## config.mk

```make
export PLATFORM = sky130hd
export DESIGN_NAME = lip_gpio_top
export DESIGN_NICKNAME = d
export VERILOG_FILES = /design/src/core/lip_pkg.sv /design/src/core/lip_gpio_top.sv /design/src/core/lip_pin_slice.sv
export SDC_FILE = /design/constraint.sdc
export NUM_CORES = 1
export LEC_CHECK = 0
export BUFFER_PORTS_ARGS = -buffer_cell sky130_fd_sc_hd__buf_2
export CORE_UTILIZATION = 50
export DETAILED_ROUTE_END_ITERATION = 7
export GPL_TIMING_DRIVEN = 0
export PLACE_DENSITY = 0.77
export SETUP_SLACK_MARGIN = 0.3
export SLEW_MARGIN = 40
export SYNTH_ARGS = -nofsm -noshare
export SYNTH_HDL_FRONTEND = slang
export SYNTH_SLANG_ARGS = --single-unit
export TNS_END_PERCENT = 50
```

## constraint.sdc

```tcl
create_clock -name core_clk -period 2.95 [get_ports core_clk]
set_clock_uncertainty 0.2 [all_clocks]
set_input_delay 0.295 -clock core_clk [delete_from_list [all_inputs] [get_ports core_clk]]
set_output_delay 0.295 -clock core_clk [all_outputs]
set_load 0.01 [all_outputs]
```

## src/core/lip_pkg.sv

```systemverilog
// Shared constants and carrier types for the latched I/O port block.
// Assumes AXI4-Lite register access with 32-bit data and one core clock.
package lip_pkg;

	// ==========================================================
	// Bus and register map
	localparam int          ADDR_W        = 8;
	localparam int          DATA_W        = 32;
	localparam logic [7:0]  OFS_P0_LATCH  = 8'h00;
	localparam logic [7:0]  OFS_P0_CTRL   = 8'h04;
	localparam logic [7:0]  OFS_P0_PINS   = 8'h08;
	localparam logic [7:0]  OFS_P1_LATCH  = 8'h0C;
	localparam logic [7:0]  OFS_P1_CTRL   = 8'h10;
	localparam logic [7:0]  OFS_P1_PINS   = 8'h14;
	localparam logic [7:0]  OFS_P2_LATCH  = 8'h18;
	localparam logic [7:0]  OFS_P2_CTRL   = 8'h1C;
	localparam logic [7:0]  OFS_P2_PINS   = 8'h20;
	localparam logic [7:0]  OFS_MODE      = 8'h24;
	localparam logic [1:0]  RESP_OKAY     = 2'h0;
	localparam logic [1:0]  RESP_SLVERR   = 2'h2;

	// ==========================================================
	// Port widths and reset values
	localparam int          P0_W          = 8;
	localparam int          P1_W          = 6;
	localparam int          P2_W          = 4;
	localparam logic [7:0]  P0_LATCH_RST  = 8'hFF;
	localparam logic [7:0]  P0_CTRL_RST   = 8'h00;
	localparam logic [5:0]  P1_LATCH_RST  = 6'h3F;
	localparam logic [5:0]  P1_CTRL_RST   = 6'h00;
	localparam logic [3:0]  P2_LATCH_RST  = 4'hF;
	localparam logic [3:0]  P2_CTRL_RST   = 4'h0;

	// ==========================================================
	// Alternate function bit positions
	localparam int          B0_SER_CLK_ONE  = 7;
	localparam int          B0_SER_OUT_ONE  = 6;
	localparam int          B0_SER_IN_ONE   = 5;
	localparam int          B0_TMR_TWO      = 3;
	localparam int          B0_IRQ2         = 2;
	localparam int          B0_IRQ1         = 1;
	localparam int          B0_IRQ0         = 0;
	localparam int          B1_TMR_ONE      = 5;
	localparam int          B1_TMR_THREE    = 4;
	localparam int          B1_TMR_FIVE     = 3;
	localparam int          B1_SER_CLK_TWO  = 2;
	localparam int          B1_SER_IN_TWO   = 1;
	localparam int          B1_SER_OUT_TWO  = 0;
	localparam int          MODE_BIT      = 0;

	// ==========================================================
	// Operating mode and peripheral carriers
	typedef enum logic {LIP_MODE_MCU, LIP_MODE_PROM} lip_mode_t;

	typedef struct packed {
		logic serialClockOne;           // Serial clock 1 drive, 1 when idle
		logic serialOutOne;             // UART TX / serial out 1
		logic timerFiveWave;            // PWM or divider output of timer 5
		logic serialClockTwo;           // Serial clock 2 drive, 1 when idle
		logic serialOutTwo;             // Serial out 2
	} lip_alt_out_t;

	typedef struct packed {
		logic serialClockOne;
		logic serialInOne;
		logic timerTwoInput;
		logic extIrqTwo;
		logic extIrqOne;
		logic extIrqZero;
		logic timerOneInput;
		logic timerThreeInput;
		logic extIrqThree;
		logic timerFiveInput;
		logic serialClockTwo;
		logic serialInTwo;
	} lip_alt_in_t;

endpackage

```

## src/core/lip_gpio_top.sv

```systemverilog
// Latched I/O ports with alternate functions, AXI4-Lite register slave.
// Assumes synchronous pins, peripherals on core_clk, testbench resolves wires.
//
// Function
// First port has eight two-way pins, each with a writable output latch.
// Software sets first-port latch to one before serial or UART output use.
// First-port input use: set latch one, then clear output control to zero.
// Second port has six two-way pins with latch and output-control bits.
// Software sets second-port latch to one before timer or serial output use.
// Second-port input use: clear output control only after latch set to one.
// Third port starts as four two-way pins, each with output latch.
// First port bits 7,6,5: serial clock 1, UART TX/out 1, UART RX/in 1.
// First port bit 3 feeds timer 2, bits 2..0 feed external irqs 2..0.
// Second port: bit5 timer 1, bit4 timer 3 and irq 3, bit3 timer 5.
// Second port bits 2,1,0: serial clock 2, serial in 2, serial out 2.
// Mode-select test pin held low for normal microcontroller operation.
// Serial programming mode executes boot program from built-in boot memory.
// Third-port input use: clear output control after setting latch to one.
// Control zero with latch one releases pin so outside level reads back.
`timescale 1ns/1ps
module lip_gpio_top (
	input  wire logic                        core_clk,       // Core clock
	input  wire logic                        sys_rst,        // Sync reset
	input  wire logic [lip_pkg::ADDR_W-1:0]  s_axi_awaddr,   // Write address
	input  wire logic                        s_axi_awvalid,  // Write addr valid
	output logic                             s_axi_awready,  // Write addr ready
	input  wire logic [lip_pkg::DATA_W-1:0]  s_axi_wdata,    // Write data
	input  wire logic [3:0]                  s_axi_wstrb,    // Byte strobes
	input  wire logic                        s_axi_wvalid,   // Write data valid
	output logic                             s_axi_wready,   // Write data ready
	output logic [1:0]                       s_axi_bresp,    // Write response
	output logic                             s_axi_bvalid,   // Response valid
	input  wire logic                        s_axi_bready,   // Response ready
	input  wire logic [lip_pkg::ADDR_W-1:0]  s_axi_araddr,   // Read address
	input  wire logic                        s_axi_arvalid,  // Read addr valid
	output logic                             s_axi_arready,  // Read addr ready
	output logic [lip_pkg::DATA_W-1:0]       s_axi_rdata,    // Read data
	output logic [1:0]                       s_axi_rresp,    // Read response
	output logic                             s_axi_rvalid,   // Read valid
	input  wire logic                        s_axi_rready,   // Read ready
	input  wire logic [7:0]                  port0PinIn,     // First port level
	output logic      [7:0]                  port0PinOut,    // First port drive
	output logic      [7:0]                  port0PinOe,     // First port enable
	input  wire logic [5:0]                  port1PinIn,     // Second port level
	output logic      [5:0]                  port1PinOut,    // Second port drive
	output logic      [5:0]                  port1PinOe,     // Second port enable
	input  wire logic [3:0]                  port2PinIn,     // Third port level
	output logic      [3:0]                  port2PinOut,    // Third port drive
	output logic      [3:0]                  port2PinOe,     // Third port enable
	input  wire lip_pkg::lip_alt_out_t       altOut,         // Peripheral drives
	output lip_pkg::lip_alt_in_t             altIn_ff,       // Peripheral inputs
	input  wire logic                        testPin,        // Mode-select pin
	output logic                             bootRomSel_ff   // Fetch from boot memory
);

	// ==========================================================
	// Register state
	logic [7:0]                     port0OutputLatch_ff, port0OutputControl_ff;
	logic [5:0]                     port1OutputLatch_ff, port1OutputControl_ff;
	logic [3:0]                     port2OutputLatch_ff, port2OutputControl_ff;
	logic [7:0]                     port0Read, alt0;
	logic [5:0]                     port1Read, alt1;
	logic [3:0]                     port2Read;
	lip_pkg::lip_mode_t             mode_ff;

	// ==========================================================
	// AXI4-Lite slave state
	logic [lip_pkg::ADDR_W-1:0]     awAddr_ff;
	logic [lip_pkg::DATA_W-1:0]     wData_ff;
	logic                           wLane0_ff, awHeld_ff, wHeld_ff;
	logic                           awTake, wTake, arTake, doWrite, wrEn;
	logic                           nxt_awHeld, nxt_wHeld, nxt_bValid, nxt_rValid;

	// Known register offset check
	function automatic logic isMapped(input logic [lip_pkg::ADDR_W-1:0] a);
		isMapped = (a == lip_pkg::OFS_P0_LATCH) || (a == lip_pkg::OFS_P0_CTRL) ||
		           (a == lip_pkg::OFS_P0_PINS)  || (a == lip_pkg::OFS_P1_LATCH) ||
		           (a == lip_pkg::OFS_P1_CTRL)  || (a == lip_pkg::OFS_P1_PINS)  ||
		           (a == lip_pkg::OFS_P2_LATCH) || (a == lip_pkg::OFS_P2_CTRL)  ||
		           (a == lip_pkg::OFS_P2_PINS)  || (a == lip_pkg::OFS_MODE);
	endfunction

	// Handshake terms
	assign awTake     = s_axi_awvalid & s_axi_awready;
	assign wTake      = s_axi_wvalid & s_axi_wready;
	assign arTake     = s_axi_arvalid & s_axi_arready;
	assign doWrite    = awHeld_ff & wHeld_ff & ~s_axi_bvalid;
	assign wrEn       = doWrite & wLane0_ff;
	assign nxt_awHeld = awTake | (awHeld_ff & ~doWrite);
	assign nxt_wHeld  = wTake | (wHeld_ff & ~doWrite);
	assign nxt_bValid = doWrite | (s_axi_bvalid & ~s_axi_bready);
	assign nxt_rValid = arTake | (s_axi_rvalid & ~s_axi_rready);

	// Write channel capture and response
	always_ff @(posedge core_clk) begin
		if (sys_rst) begin
			awHeld_ff     <= 1'b0;
			wHeld_ff      <= 1'b0;
			awAddr_ff     <= '0;
			wData_ff      <= '0;
			wLane0_ff     <= 1'b0;
			s_axi_awready <= 1'b0;
			s_axi_wready  <= 1'b0;
			s_axi_bvalid  <= 1'b0;
			s_axi_bresp   <= lip_pkg::RESP_OKAY;
		end else begin
			awHeld_ff     <= nxt_awHeld;
			wHeld_ff      <= nxt_wHeld;
			s_axi_awready <= ~nxt_awHeld & ~nxt_bValid;
			s_axi_wready  <= ~nxt_wHeld & ~nxt_bValid;
			s_axi_bvalid  <= nxt_bValid;
			if (awTake) begin
				awAddr_ff <= s_axi_awaddr;
			end
			if (wTake) begin
				wData_ff  <= s_axi_wdata;
				wLane0_ff <= s_axi_wstrb[0];
			end
			if (doWrite) begin
				s_axi_bresp <= isMapped(awAddr_ff) ? lip_pkg::RESP_OKAY : lip_pkg::RESP_SLVERR;
			end
		end
	end

	// Read channel
	always_ff @(posedge core_clk) begin
		if (sys_rst) begin
			s_axi_arready <= 1'b0;
			s_axi_rvalid  <= 1'b0;
			s_axi_rdata   <= '0;
			s_axi_rresp   <= lip_pkg::RESP_OKAY;
		end else begin
			s_axi_arready <= ~nxt_rValid;
			s_axi_rvalid  <= nxt_rValid;
			if (arTake) begin
				s_axi_rresp <= isMapped(s_axi_araddr) ? lip_pkg::RESP_OKAY : lip_pkg::RESP_SLVERR;
				case (s_axi_araddr)
					lip_pkg::OFS_P0_LATCH: s_axi_rdata <= {24'h000000, port0OutputLatch_ff};
					lip_pkg::OFS_P0_CTRL:  s_axi_rdata <= {24'h000000, port0OutputControl_ff};
					lip_pkg::OFS_P0_PINS:  s_axi_rdata <= {24'h000000, port0Read};
					lip_pkg::OFS_P1_LATCH: s_axi_rdata <= {26'h0, port1OutputLatch_ff};
					lip_pkg::OFS_P1_CTRL:  s_axi_rdata <= {26'h0, port1OutputControl_ff};
					lip_pkg::OFS_P1_PINS:  s_axi_rdata <= {26'h0, port1Read};
					lip_pkg::OFS_P2_LATCH: s_axi_rdata <= {28'h0000000, port2OutputLatch_ff};
					lip_pkg::OFS_P2_CTRL:  s_axi_rdata <= {28'h0000000, port2OutputControl_ff};
					lip_pkg::OFS_P2_PINS:  s_axi_rdata <= {28'h0000000, port2Read};
					lip_pkg::OFS_MODE:     s_axi_rdata <= {31'h0, mode_ff == lip_pkg::LIP_MODE_PROM};
					default:               s_axi_rdata <= 32'h00000000;
				endcase
			end
		end
	end

	// ==========================================================
	// Port latches and output controls
	always_ff @(posedge core_clk) begin
		if (sys_rst) begin
			port0OutputLatch_ff   <= lip_pkg::P0_LATCH_RST;
			port0OutputControl_ff <= lip_pkg::P0_CTRL_RST;
			port1OutputLatch_ff   <= lip_pkg::P1_LATCH_RST;
			port1OutputControl_ff <= lip_pkg::P1_CTRL_RST;
			port2OutputLatch_ff   <= lip_pkg::P2_LATCH_RST;
			port2OutputControl_ff <= lip_pkg::P2_CTRL_RST;
		end else if (wrEn) begin
			case (awAddr_ff)
				lip_pkg::OFS_P0_LATCH: port0OutputLatch_ff   <= wData_ff[7:0];
				lip_pkg::OFS_P0_CTRL:  port0OutputControl_ff <= wData_ff[7:0];
				lip_pkg::OFS_P1_LATCH: port1OutputLatch_ff   <= wData_ff[5:0];
				lip_pkg::OFS_P1_CTRL:  port1OutputControl_ff <= wData_ff[5:0];
				lip_pkg::OFS_P2_LATCH: port2OutputLatch_ff   <= wData_ff[3:0];
				lip_pkg::OFS_P2_CTRL:  port2OutputControl_ff <= wData_ff[3:0];
				default: ;
			endcase
		end
	end

	// ==========================================================
	// Peripheral drives merged into latch value
	always_comb begin
		alt0                   = 8'hFF;
		alt0[lip_pkg::B0_SER_CLK_ONE] = altOut.serialClockOne;
		alt0[lip_pkg::B0_SER_OUT_ONE] = altOut.serialOutOne;
		alt1                          = 6'h3F;
		alt1[lip_pkg::B1_TMR_FIVE]    = altOut.timerFiveWave;
		alt1[lip_pkg::B1_SER_CLK_TWO] = altOut.serialClockTwo;
		alt1[lip_pkg::B1_SER_OUT_TWO] = altOut.serialOutTwo;
	end

	// Pin drivers, release when control zero and latch one
	lip_pin_slice #(.W(lip_pkg::P0_W)) u_port0 (
		.core_clk  (core_clk),
		.sys_rst   (sys_rst),
		.latchBits (port0OutputLatch_ff),
		.ctrlBits  (port0OutputControl_ff),
		.altOut    (alt0),
		.pinIn     (port0PinIn),
		.pinOut    (port0PinOut),
		.pinOe     (port0PinOe),
		.pinRead   (port0Read)
	);
	lip_pin_slice #(.W(lip_pkg::P1_W)) u_port1 (
		.core_clk  (core_clk),
		.sys_rst   (sys_rst),
		.latchBits (port1OutputLatch_ff),
		.ctrlBits  (port1OutputControl_ff),
		.altOut    (alt1),
		.pinIn     (port1PinIn),
		.pinOut    (port1PinOut),
		.pinOe     (port1PinOe),
		.pinRead   (port1Read)
	);
	lip_pin_slice #(.W(lip_pkg::P2_W)) u_port2 (
		.core_clk  (core_clk),
		.sys_rst   (sys_rst),
		.latchBits (port2OutputLatch_ff),
		.ctrlBits  (port2OutputControl_ff),
		.altOut    (4'hF),
		.pinIn     (port2PinIn),
		.pinOut    (port2PinOut),
		.pinOe     (port2PinOe),
		.pinRead   (port2Read)
	);

	// Pin levels routed to peripheral inputs
	always_ff @(posedge core_clk) begin
		if (sys_rst) begin
			altIn_ff <= '0;
		end else begin
			altIn_ff.serialClockOne  <= port0PinIn[lip_pkg::B0_SER_CLK_ONE];
			altIn_ff.serialInOne     <= port0PinIn[lip_pkg::B0_SER_IN_ONE];
			altIn_ff.timerTwoInput   <= port0PinIn[lip_pkg::B0_TMR_TWO];
			altIn_ff.extIrqTwo       <= port0PinIn[lip_pkg::B0_IRQ2];
			altIn_ff.extIrqOne       <= port0PinIn[lip_pkg::B0_IRQ1];
			altIn_ff.extIrqZero      <= port0PinIn[lip_pkg::B0_IRQ0];
			altIn_ff.timerOneInput   <= port1PinIn[lip_pkg::B1_TMR_ONE];
			altIn_ff.timerThreeInput <= port1PinIn[lip_pkg::B1_TMR_THREE];
			altIn_ff.extIrqThree     <= port1PinIn[lip_pkg::B1_TMR_THREE];
			altIn_ff.timerFiveInput  <= port1PinIn[lip_pkg::B1_TMR_FIVE];
			altIn_ff.serialClockTwo  <= port1PinIn[lip_pkg::B1_SER_CLK_TWO];
			altIn_ff.serialInTwo     <= port1PinIn[lip_pkg::B1_SER_IN_TWO];
		end
	end

	// ==========================================================
	// Operating mode from test pin, low means normal operation
	always_ff @(posedge core_clk) begin
		if (sys_rst) begin
			mode_ff       <= lip_pkg::LIP_MODE_MCU;
			bootRomSel_ff <= 1'b0;
		end else begin
			mode_ff       <= testPin ? lip_pkg::LIP_MODE_PROM : lip_pkg::LIP_MODE_MCU;
			bootRomSel_ff <= testPin;
		end
	end
endmodule // lip_gpio_top

```

## src/core/lip_pin_slice.sv

```systemverilog
// Pin driver slice for one latched port: drive, release and read back.
// Assumes pin inputs synchronous to core_clk; outer logic resolves the wire.
`timescale 1ns/1ps
module lip_pin_slice #(
	parameter int W = 8
) (
	input  wire logic         core_clk,   // Core clock
	input  wire logic         sys_rst,    // Sync reset, active high
	input  wire logic [W-1:0] latchBits,  // Output latch
	input  wire logic [W-1:0] ctrlBits,   // Output control, 1 = push-pull
	input  wire logic [W-1:0] altOut,     // Peripheral drive, 1 when idle
	input  wire logic [W-1:0] pinIn,      // Pin level
	output logic      [W-1:0] pinOut,     // Pin drive value
	output logic      [W-1:0] pinOe,      // Pin drive enable
	output logic      [W-1:0] pinRead     // Sampled pin level
);

	// ==========================================================
	// Elaboration check
	if (W < 1 || W > 8) begin : g_bad_w
		$error("lip_pin_slice: W must be 1..8");
	end

	logic [W-1:0] driveVal;

	// Latch gated by peripheral drive
	assign driveVal = latchBits & altOut;

	// Push-pull when control set, else drive low only
	always_ff @(posedge core_clk) begin
		if (sys_rst) begin
			pinOut <= '0;
			pinOe  <= '0;
		end else begin
			pinOut <= driveVal & ctrlBits;
			pinOe  <= ctrlBits | ~driveVal;
		end
	end

	// Read-back of pin level
	always_ff @(posedge core_clk) begin
		if (sys_rst) begin
			pinRead <= '0;
		end else begin
			pinRead <= pinIn;
		end
	end

endmodule // lip_pin_slice

```

# Word level (Yosys, flattened, before mapping)
# Cells that the tools add are included.
# op_classes
add_sub_neg	0
multipliers	0
n_div	0
magnitude_cmp	0
n_eq_ne	18
n_shift	0
mux	4
n_bitwise	35
n_reduce_logical	26
# ops
operator	n
$pmux 8 s10	1
$eq 8x5->1 const B	8
$eq 8x4->1 const B	4
$eq 8x6->1 const B	4
$logic_or 1x1->1	18
$and 8x8->8	2
$eq 8x3->1 const B	2
$logic_not 8->1	2
$and 1x1->1	12
$and 6x6->6	2
$reduce_and 2->1	6
$not 1->1	8
$not 8->8	1
$or 8x8->8	1
$not 6->6	1
$or 6x6->6	1
$and 4x4->4	1
$mux 2	2
$not 4->4	1
$or 1x1->1	4
$or 4x4->4	1
$mux 1	1
# word_totals
register_bits	163
latchBits	0
ram_bits	0
mem_bits_ro	0
inputBits	83
output_inout_bits	90
word_cells	124
memories	0

# Longest topological paths before layout
# Gate-level depths: netlist of run 1.
# depth
word_depth	11
ltp_mapped	7
mapped_depth_nobuf	5

# By module
# A second synthesis of run 1 with hierarchy kept.
# unflattened
hier_cells	538
area_unflattened_um2	5340.1
# by_module_without_submodules
mod	instances	cells_each	area_each_um2	seq_area_each_um2
lip_gpio_top	1	389	3637.2	1641.6
lip_pin_slice at u_port0	1	66	745.7	480.5
lip_pin_slice at u_port1	1	50	559.3	360.3
lip_pin_slice at u_port2	1	33	397.9	240.2

# Least setup slack after synthesis of run 1
# Ideal clock, no wire load.
# synth_timing
kind	reg2reg
startpoint	register awAddr_ff[7] (netlist bit)
endpoint	register port1OutputLatch_ff[2]
setup_time_ns	0.120
arrival_ns	2.087
required_ns	2.630
path_slack_ns	0.544
stages_incl_launch_ff	8
path_buffers	2
synth_period_minus_slack_ns	2.406
path_cell_list	dfxtp_1 -> or4_4 -> or4_4 -> buf_6 -> nor3b_4 -> buf_6 -> nor2b_1 -> a211o_1
# synth_via
elab_chain_len	2
# synth_rtl
element	line_no	text
from (decl)	lip_gpio_top.sv:68	logic [lip_pkg::ADDR_W-1:0] awAddr_ff;
from (signal assigned)	lip_gpio_top.sv:113	awAddr_ff <= s_axi_awaddr;
$eq 8x4->1	lip_gpio_top.sv:165	case (awAddr_ff)
$reduce_and 2->1 (no line)	n/a	
to (signal assigned)	lip_gpio_top.sv:160	port1OutputLatch_ff <= lip_pkg::P1_LATCH_RST;
to (signal assigned)	lip_gpio_top.sv:168	lip_pkg::OFS_P1_LATCH: port1OutputLatch_ff <= wData_ff[5:0];
to (decl)	lip_gpio_top.sv:59	logic [5:0] port1OutputLatch_ff, port1OutputControl_ff;
# No other way between the ends.
# A chain may end at the register's enable or synchronous reset.

# Worst setup path after layout of run 1
# layout_timing
startpoint	register awAddr_ff[7] (netlist bit)
endpoint	register port1OutputLatch_ff[3]
# The elaborated chain is that of the path after synthesis.

==> flow_summary.json, run 1 <==
{
  "synth_cell_type_count": 48,
  "wl_per_cell_um": 16.03,
  "rr_startpoint": "awAddr_ff[7]",
  "regArea_sq_mm": 0.002502,
  "rsz0062_at_grt": "no",
  "clock.fmax_mhz": 395.1,
  "final_max_slew_viol_count": 0,
  "dr_total_vias": 4702,
  "yosys.area.top_type": "dfxtp_1",
  "die_w_um": 101.7,
  "cp-end-kind": "flop",
  "grt_pass1_vias": 4641,
  "grt_pass1_wl_um": 22640,
  "synth_warnings": 0,
  "dr.pass1.iters": 8,
  "mostFrequentLayoutCell": "dfxtp_1",
  "whs_endpoint": "s_axi_rdata[6]",
  "drt-total-wl_um": 14670,
  "ys_seq_area_share_pct": 50.37,
  "grt.met1_usage_pct": 33.35,
  "synth_top_cells_by_area": "dfxtp_1 50%, buf_4 5.7%, nand2_1 5.6%",
  "synthFlopType": "dfxtp_1",
  "path_max_fanout": 10,
  "async_flop_share_pct": 0,
  "ant_nets": 0,
  "powerDensity_mw_per_mm2": 584.4,
  "cts_buffers": 17,
  "status": "finished, final reports clean",
  "path_clk_slew_ps": 60,
  "dp_hpwl_um": 9661,
  "final_cells": 915,
  "overflow": 0,
  "finalSetupViolCount": 0,
  "nNetsFinal": 856,
  "fin_tns_setup_ps": 0,
  "netlist_area_sq_mm": 0.004969,
  "busiest_layer": "met2",
  "drc": 0,
  "rrSetupSlack_ps": 420,
  "multi_input_area_sq_mm": 0.002100,
  "cts_htree_levels": 4,
  "synth_top_area_share_pct": 50.37,
  "critPathLaunch": "awAddr_ff[7]",
  "crit_type": "reg2reg",
  "start_util_pct": 51.30,
  "clockBufferDepth": 2,
  "worstPathArrival_ps": 2730,
  "routabilityCongestion": 0.8906,
  "cp_data_required_time_ps": 3150,
  "syn_area_per_cell_sq_um": 8.985,
  "syn2layout_area_growth_pct": 40.34,
  "placedCellCount": 828,
  "use_met3_pct": 9.110,
  "synth_seq_cells": 125,
  "ios": 173,
  "viasPerCell": 5.139,
  "die-area_sq_mm": 0.01034,
  "layout-drive-gt1-share_pct": 25.96,
  "cts.sinks": 125,
  "final_cell_mix": "125 x dfxtp_1, 117 x buf_2, 74 x nand2_1",
  "cap_violations": 0,
  "cp-start-kind": "flop",
  "fin_crit_ps": 2531,
  "core_area_sq_mm": 0.009684,
  "drtIter0Drc": 321,
  "p_leak_nw": 3.148,
  "rows": 36,
  "hold_depth": 4,
  "fillers": 725,
  "fin_hold_ws_ps": 22.38,
  "grt_start_max_net_pins": 17,
  "clk_root_buffer_cell": "clkbuf_8",
  "finalHoldViolations": 0,
  "grt_use_met2_pct": 51.25,
  "hp-class": "in2reg",
  "die_height_um": 101.7,
  "ir_worst_vdd_v": 0.0003900,
  "timing.rr.end": "port1OutputLatch_ff[3]",
  "syn_inst": 553,
  "power_w": 0.004075,
  "maxSlewHeadroom_pct": 52.79,
  "fin_crit_sh_pct": 85.79,
  "n_antenna_cell": 0,
  "clk_latency_ps": 520,
  "tightest_slew_ps": 708.1,
  "port-buffer-count": 117,
  "antenna_found_initial": 0,
  "rr_worst_depth": 7,
  "grt_usage_pct": 29.70,
  "min-delay-start": "s_axi_araddr[1]",
  "synth_edf_count": 0,
  "cts_tree": "yes"
}
==> layout make-up <==
class | instances | area share (%)
well taps | 133 | 2.387
plain buffers | 65 | 5.868
repair buffers | 176 | 16.76
inverters | 18 | 0.9690
multi-input cells | 370 | 30.11
clock inverters | 7 | 1.292
clock buffers | 21 | 6.729
flip-flops and latches | 125 | 35.89
==> critical path, cell delays in order, from the launching register on <==
cell and delay [ps]:
dfxtp_1 310, or4_4 550, or4_4 490, buf_6 160, nor3b_4 220, buf_6 180, nor2b_1 60, a211o_1 260
==> how the worst max path moves through the flow <==
stage	end	slack, ps	cells past startpoint
2_1_floorplan	port1OutputLatch_ff[2]	540	7
3_3_place_gp	port1OutputControl_ff[5]	310	6
3_5_place_dp	port1OutputControl_ff[5]	300	6
4_1_cts	port1OutputLatch_ff[3]	430	7
5_1_grt	port1OutputLatch_ff[3]	360	7
6_report	port1OutputLatch_ff[3]	420	7
==> sequential cells by signal (all words and copies together), names as in the netlist, 4 cells and up <==
register / cells
u_port0.pinOut: 8
wData_ff: 8
u_port2.pinRead: 4
awAddr_ff: 8
u_port0.pinOe: 8
port2OutputLatch_ff: 4
u_port2.pinOe: 4
port0OutputControl_ff: 8
s_axi_rdata: 8
port1OutputLatch_ff: 6
port1OutputControl_ff: 6
u_port1.pinOut: 6
u_port0.pinRead: 7
u_port2.pinOut: 4
port2OutputControl_ff: 4
port0OutputLatch_ff: 8
u_port1.pinOe: 6
u_port1.pinRead: 6
==> metrics by stage <==
step / cell area [sq um] / worst slack (ps) / util [%]
final: 6973 / 419.3 / 72.00
after global routing: 6973 / 361.1 / 72.00
after CTS: 6957 / 434.2 / 71.83
after detailed placement: 5821 / 301.3 / 60.10
after global placement: 5814 / 311.3 / 60.04
after floorplan: 5062 / 543.5 / -
==> routing by layer <==
metal,part of all wire (%),vias up
met1,39,2178
li1,-,2244
met3,7.5,35
met4,3.1,0
met5,0,-
met2,50,245
==> synthesized netlist by cell type (all sizes together) (6+ instances only) <==
library cell,number
nor4,7
o21ai,15
nor3,7
nor3b,6
inv,18
dfxtp,125
buf,43
nor2,58
a211o,10
mux2i,20
a21oi,48
nand3,7
clkbuf,21
nor2b,33
nand2,74
o21bai,8
==> cells by family (layout without fill, tap and decap cells) <==
kind of cell	after synthesis	after routing	synth area share [%]
AOI/OAI and AO/OA	104	104	13.15
buffers and inverters	83	287	9.569
DFF	125	125	50.37
muxes	27	27	6.069
other	1	26	0.07548
and+or+nand+nor	213	213	20.78
==> power breakdown <==
part | total, W | switching [W] | leakage [nW] | internal (W)
combinational | 0.000352 | 0.000179 | 1.86 | 0.000173
clock | 0.00197 | 0.000702 | 0.273 | 0.00127
sequential | 0.00175 | 0.0000276 | 1.02 | 0.00173
total | 0.00408 | 0.000909 | 3.15 | 0.00317
==> timing repair <==
item | CTS | global route
resized for setup | 1 | 0
pin swaps | 1 | 0
hold endpoints to repair | 53 | 0
hold buffers | 56 | 0
buffers inserted | 2 | 1
endpoints found under the setup margin | 5 | 2
No activity file was read; power rests on OpenSTA's default activity.
==> run 2: changes to the inputs <==
--- a/config.mk
+++ b/config.mk
@@ -6,7 +6,9 @@
 export NUM_CORES = 1
 export LEC_CHECK = 0
 export BUFFER_PORTS_ARGS = -buffer_cell sky130_fd_sc_hd__buf_2
-export CORE_UTILIZATION = 50
+export CELL_PAD_IN_SITES_DETAIL_PLACEMENT = 0
+export CELL_PAD_IN_SITES_GLOBAL_PLACEMENT = 2
+export CORE_UTILIZATION = 29
 export DETAILED_ROUTE_END_ITERATION = 7
 export GPL_TIMING_DRIVEN = 0
 export PLACE_DENSITY = 0.77
==> flow_summary.json, run 2 (synthesis gave the netlist of run 1 again) <==
{
  "rows": 47,
  "grt_start_max_net_pins": 17,
  "timing.rr.end": "port1OutputLatch_ff[5]",
  "grt_usage_pct": 18.39,
  "cp_num_buf_inv": 2,
  "fin_tns_setup_ps": 0,
  "syn2layout_area_growth_pct": 40.92,
  "drtIter0Drc": 259,
  "fillers": 1669,
  "finalSetupViolCount": 0,
  "powerDensity_mw_per_mm2": 603.4,
  "pre_cts_slack_ps": 167.9,
  "slowest_stage": "or4_4",
  "dr.pass1.iters": 5,
  "rrSetupSlack_ps": 420,
  "drc": 0,
  "path_clk_slew_ps": 60,
  "drt-total-wl_um": 15660,
  "path_max_fanout": 10,
  "clockBufferDepth": 2,
  "n_antenna_cell": 0,
  "cts.sinks": 125,
  "maxSlewHeadroom_pct": 45.91,
  "whs_endpoint": "u_port2.pinRead[0]",
  "fin_crit_sh_pct": 85.65,
  "crit_type": "reg2reg",
  "crit_chain": "or4_4 -> or4_4 -> buf_6 -> nor3b_4 -> buf_6 -> nor2b_1 -> a211o_1",
  "port-buffer-count": 117,
  "layout-drive-gt1-share_pct": 26.61,
  "post-route-util_pct": 42.07,
  "cts_htree_levels": 4,
  "worst_slack_ps": 423.5,
  "final_cells": 994,
  "start_util_pct": 29.85,
  "die_height_um": 132.9,
  "status": "finished, final reports clean",
  "dr_total_vias": 4481,
  "hold_depth": 2,
  "routabilityCongestion": 0.8620,
  "nNetsFinal": 844,
  "dp_hpwl_um": 11300,
  "worstPathArrival_ps": 2640,
  "rr_worst_depth": 7,
  "antenna_found_initial": 0,
  "cp_top_family": "simple AND/OR/NAND/NOR gates",
  "mostFrequentLayoutCell": "dfxtp_1",
  "cts_tree": "yes",
  "wl_per_cell_um": 15.76,
  "hp-class": "in2reg",
  "rr_startpoint": "awAddr_ff[7]",
  "p_leak_nw": 3.088,
  "fin_crit_ps": 2527,
  "ir_worst_vdd_v": 0.0003770,
  "fin_hold_ws_ps": 49.04,
  "final_max_slew_viol_count": 0,
  "overflow": 0,
  "die_w_um": 132.9,
  "core_area_sq_mm": 0.01664,
  "ios": 173,
  "cp-end-kind": "flop",
  "rsz0062_at_grt": "no",
  "placedCellCount": 916,
  "viasPerCell": 4.508,
  "cp_data_required_time_ps": 3060,
  "cts_buffers": 17,
  "min-delay-start": "sys_rst",
  "finalHoldViolations": 0,
  "max_stage_delay_ps": 550,
  "final_cell_mix": "125 x dfxtp_1, 118 x buf_2, 74 x nand2_1",
  "grt_pass1_vias": 4271,
  "clock.fmax_mhz": 395.8,
  "cap_violations": 0,
  "ant_nets": 0,
  "tightest_slew_ps": 811.3,
  "clk_root_buffer_cell": "clkbuf_16",
  "cp-start-kind": "flop",
  "die-area_sq_mm": 0.01766,
  "clk_latency_ps": 430,
  "grt_pass1_wl_um": 24220
}
run 2: cell count changes in the layout (fill, tap and decap cells not counted), moves of 2 or more:
| cell | previous run | this run |
|---|---|---|
| clkinvlp_4 | 2 | 5 |
| inv_6 | 0 | 2 |
| buf_4 | 41 | 39 |
| dlygate4sd3_1 | 56 | 44 |
| clkbuf_8 | 5 | 0 |
run 2: worst reg2reg max path, delay by kind of cell (launching register included):
family | cells | cell delay [ps]
flops | 1 | 310
buf+inv | 2 | 320
simple gates | 4 | 1310
compound gates | 1 | 250
run 2: layout make-up:
| class | count | area, sq um | area share (%) |
|---|---|---|---|
| Multi-Input combinational cell | 370 | 2091 | 29.86 |
| Clock inverter | 14 | 168.9 | 2.412 |
| Inverter | 18 | 67.56 | 0.9650 |
| Buffer | 65 | 409.1 | 5.843 |
| Tap cell | 220 | 275.3 | 3.931 |
| Clock buffer | 18 | 429.2 | 6.129 |
| Timing Repair Buffer | 164 | 1059 | 15.12 |
| Sequential cell | 125 | 2502 | 35.74 |
run 2: metrics by stage:
step / power (W) / instance area (sq um)
detailed placement: 0.002089 / 5934
floorplan: 0.001961 / 5062
finish: 0.004225 / 7002
global route: 0.004382 / 7002
global placement: 0.002085 / 5923
CTS: 0.004269 / 6974
run 2: where the power goes:
group | internal [W] | switching, W | total [W]
Sequential | 0.00173 | 0.0000300 | 0.00176
Combinational | 0.000163 | 0.000178 | 0.000340
Clock | 0.00133 | 0.000801 | 0.00213
Total | 0.00322 | 0.00101 | 0.00422
run 2: how the worst max path moves through the flow:
stage,cells after the start,to,start
final,7,port1OutputLatch_ff[5],awAddr_ff[7]
after global routing,7,port1OutputLatch_ff[3],awAddr_ff[7]
after CTS,6,port0OutputControl_ff[0],awAddr_ff[7]
after detailed placement,6,s_axi_rdata[0],s_axi_araddr[3]
after global placement,6,s_axi_rdata[0],s_axi_araddr[5]
after floorplan,7,port1OutputLatch_ff[2],awAddr_ff[7]
run 2: per-layer routing:
metal	track usage [%]	vias up	wire (um)
met5	0	-	0
met4	6.450	0	206
met3	4.368	20	862
met2	29.96	160	7283
met1	23.65	2074	7311
li1	-	2227	-
run 2: timing repair:
action,4_1_cts,5_1_grt
cloned,0,0
endpoints found under the hold margin,50,0
buffers inserted,0,2
hold buffers,44,0
pin swaps,0,1
setup endpoints to repair,12,14
resized for setup,1,0
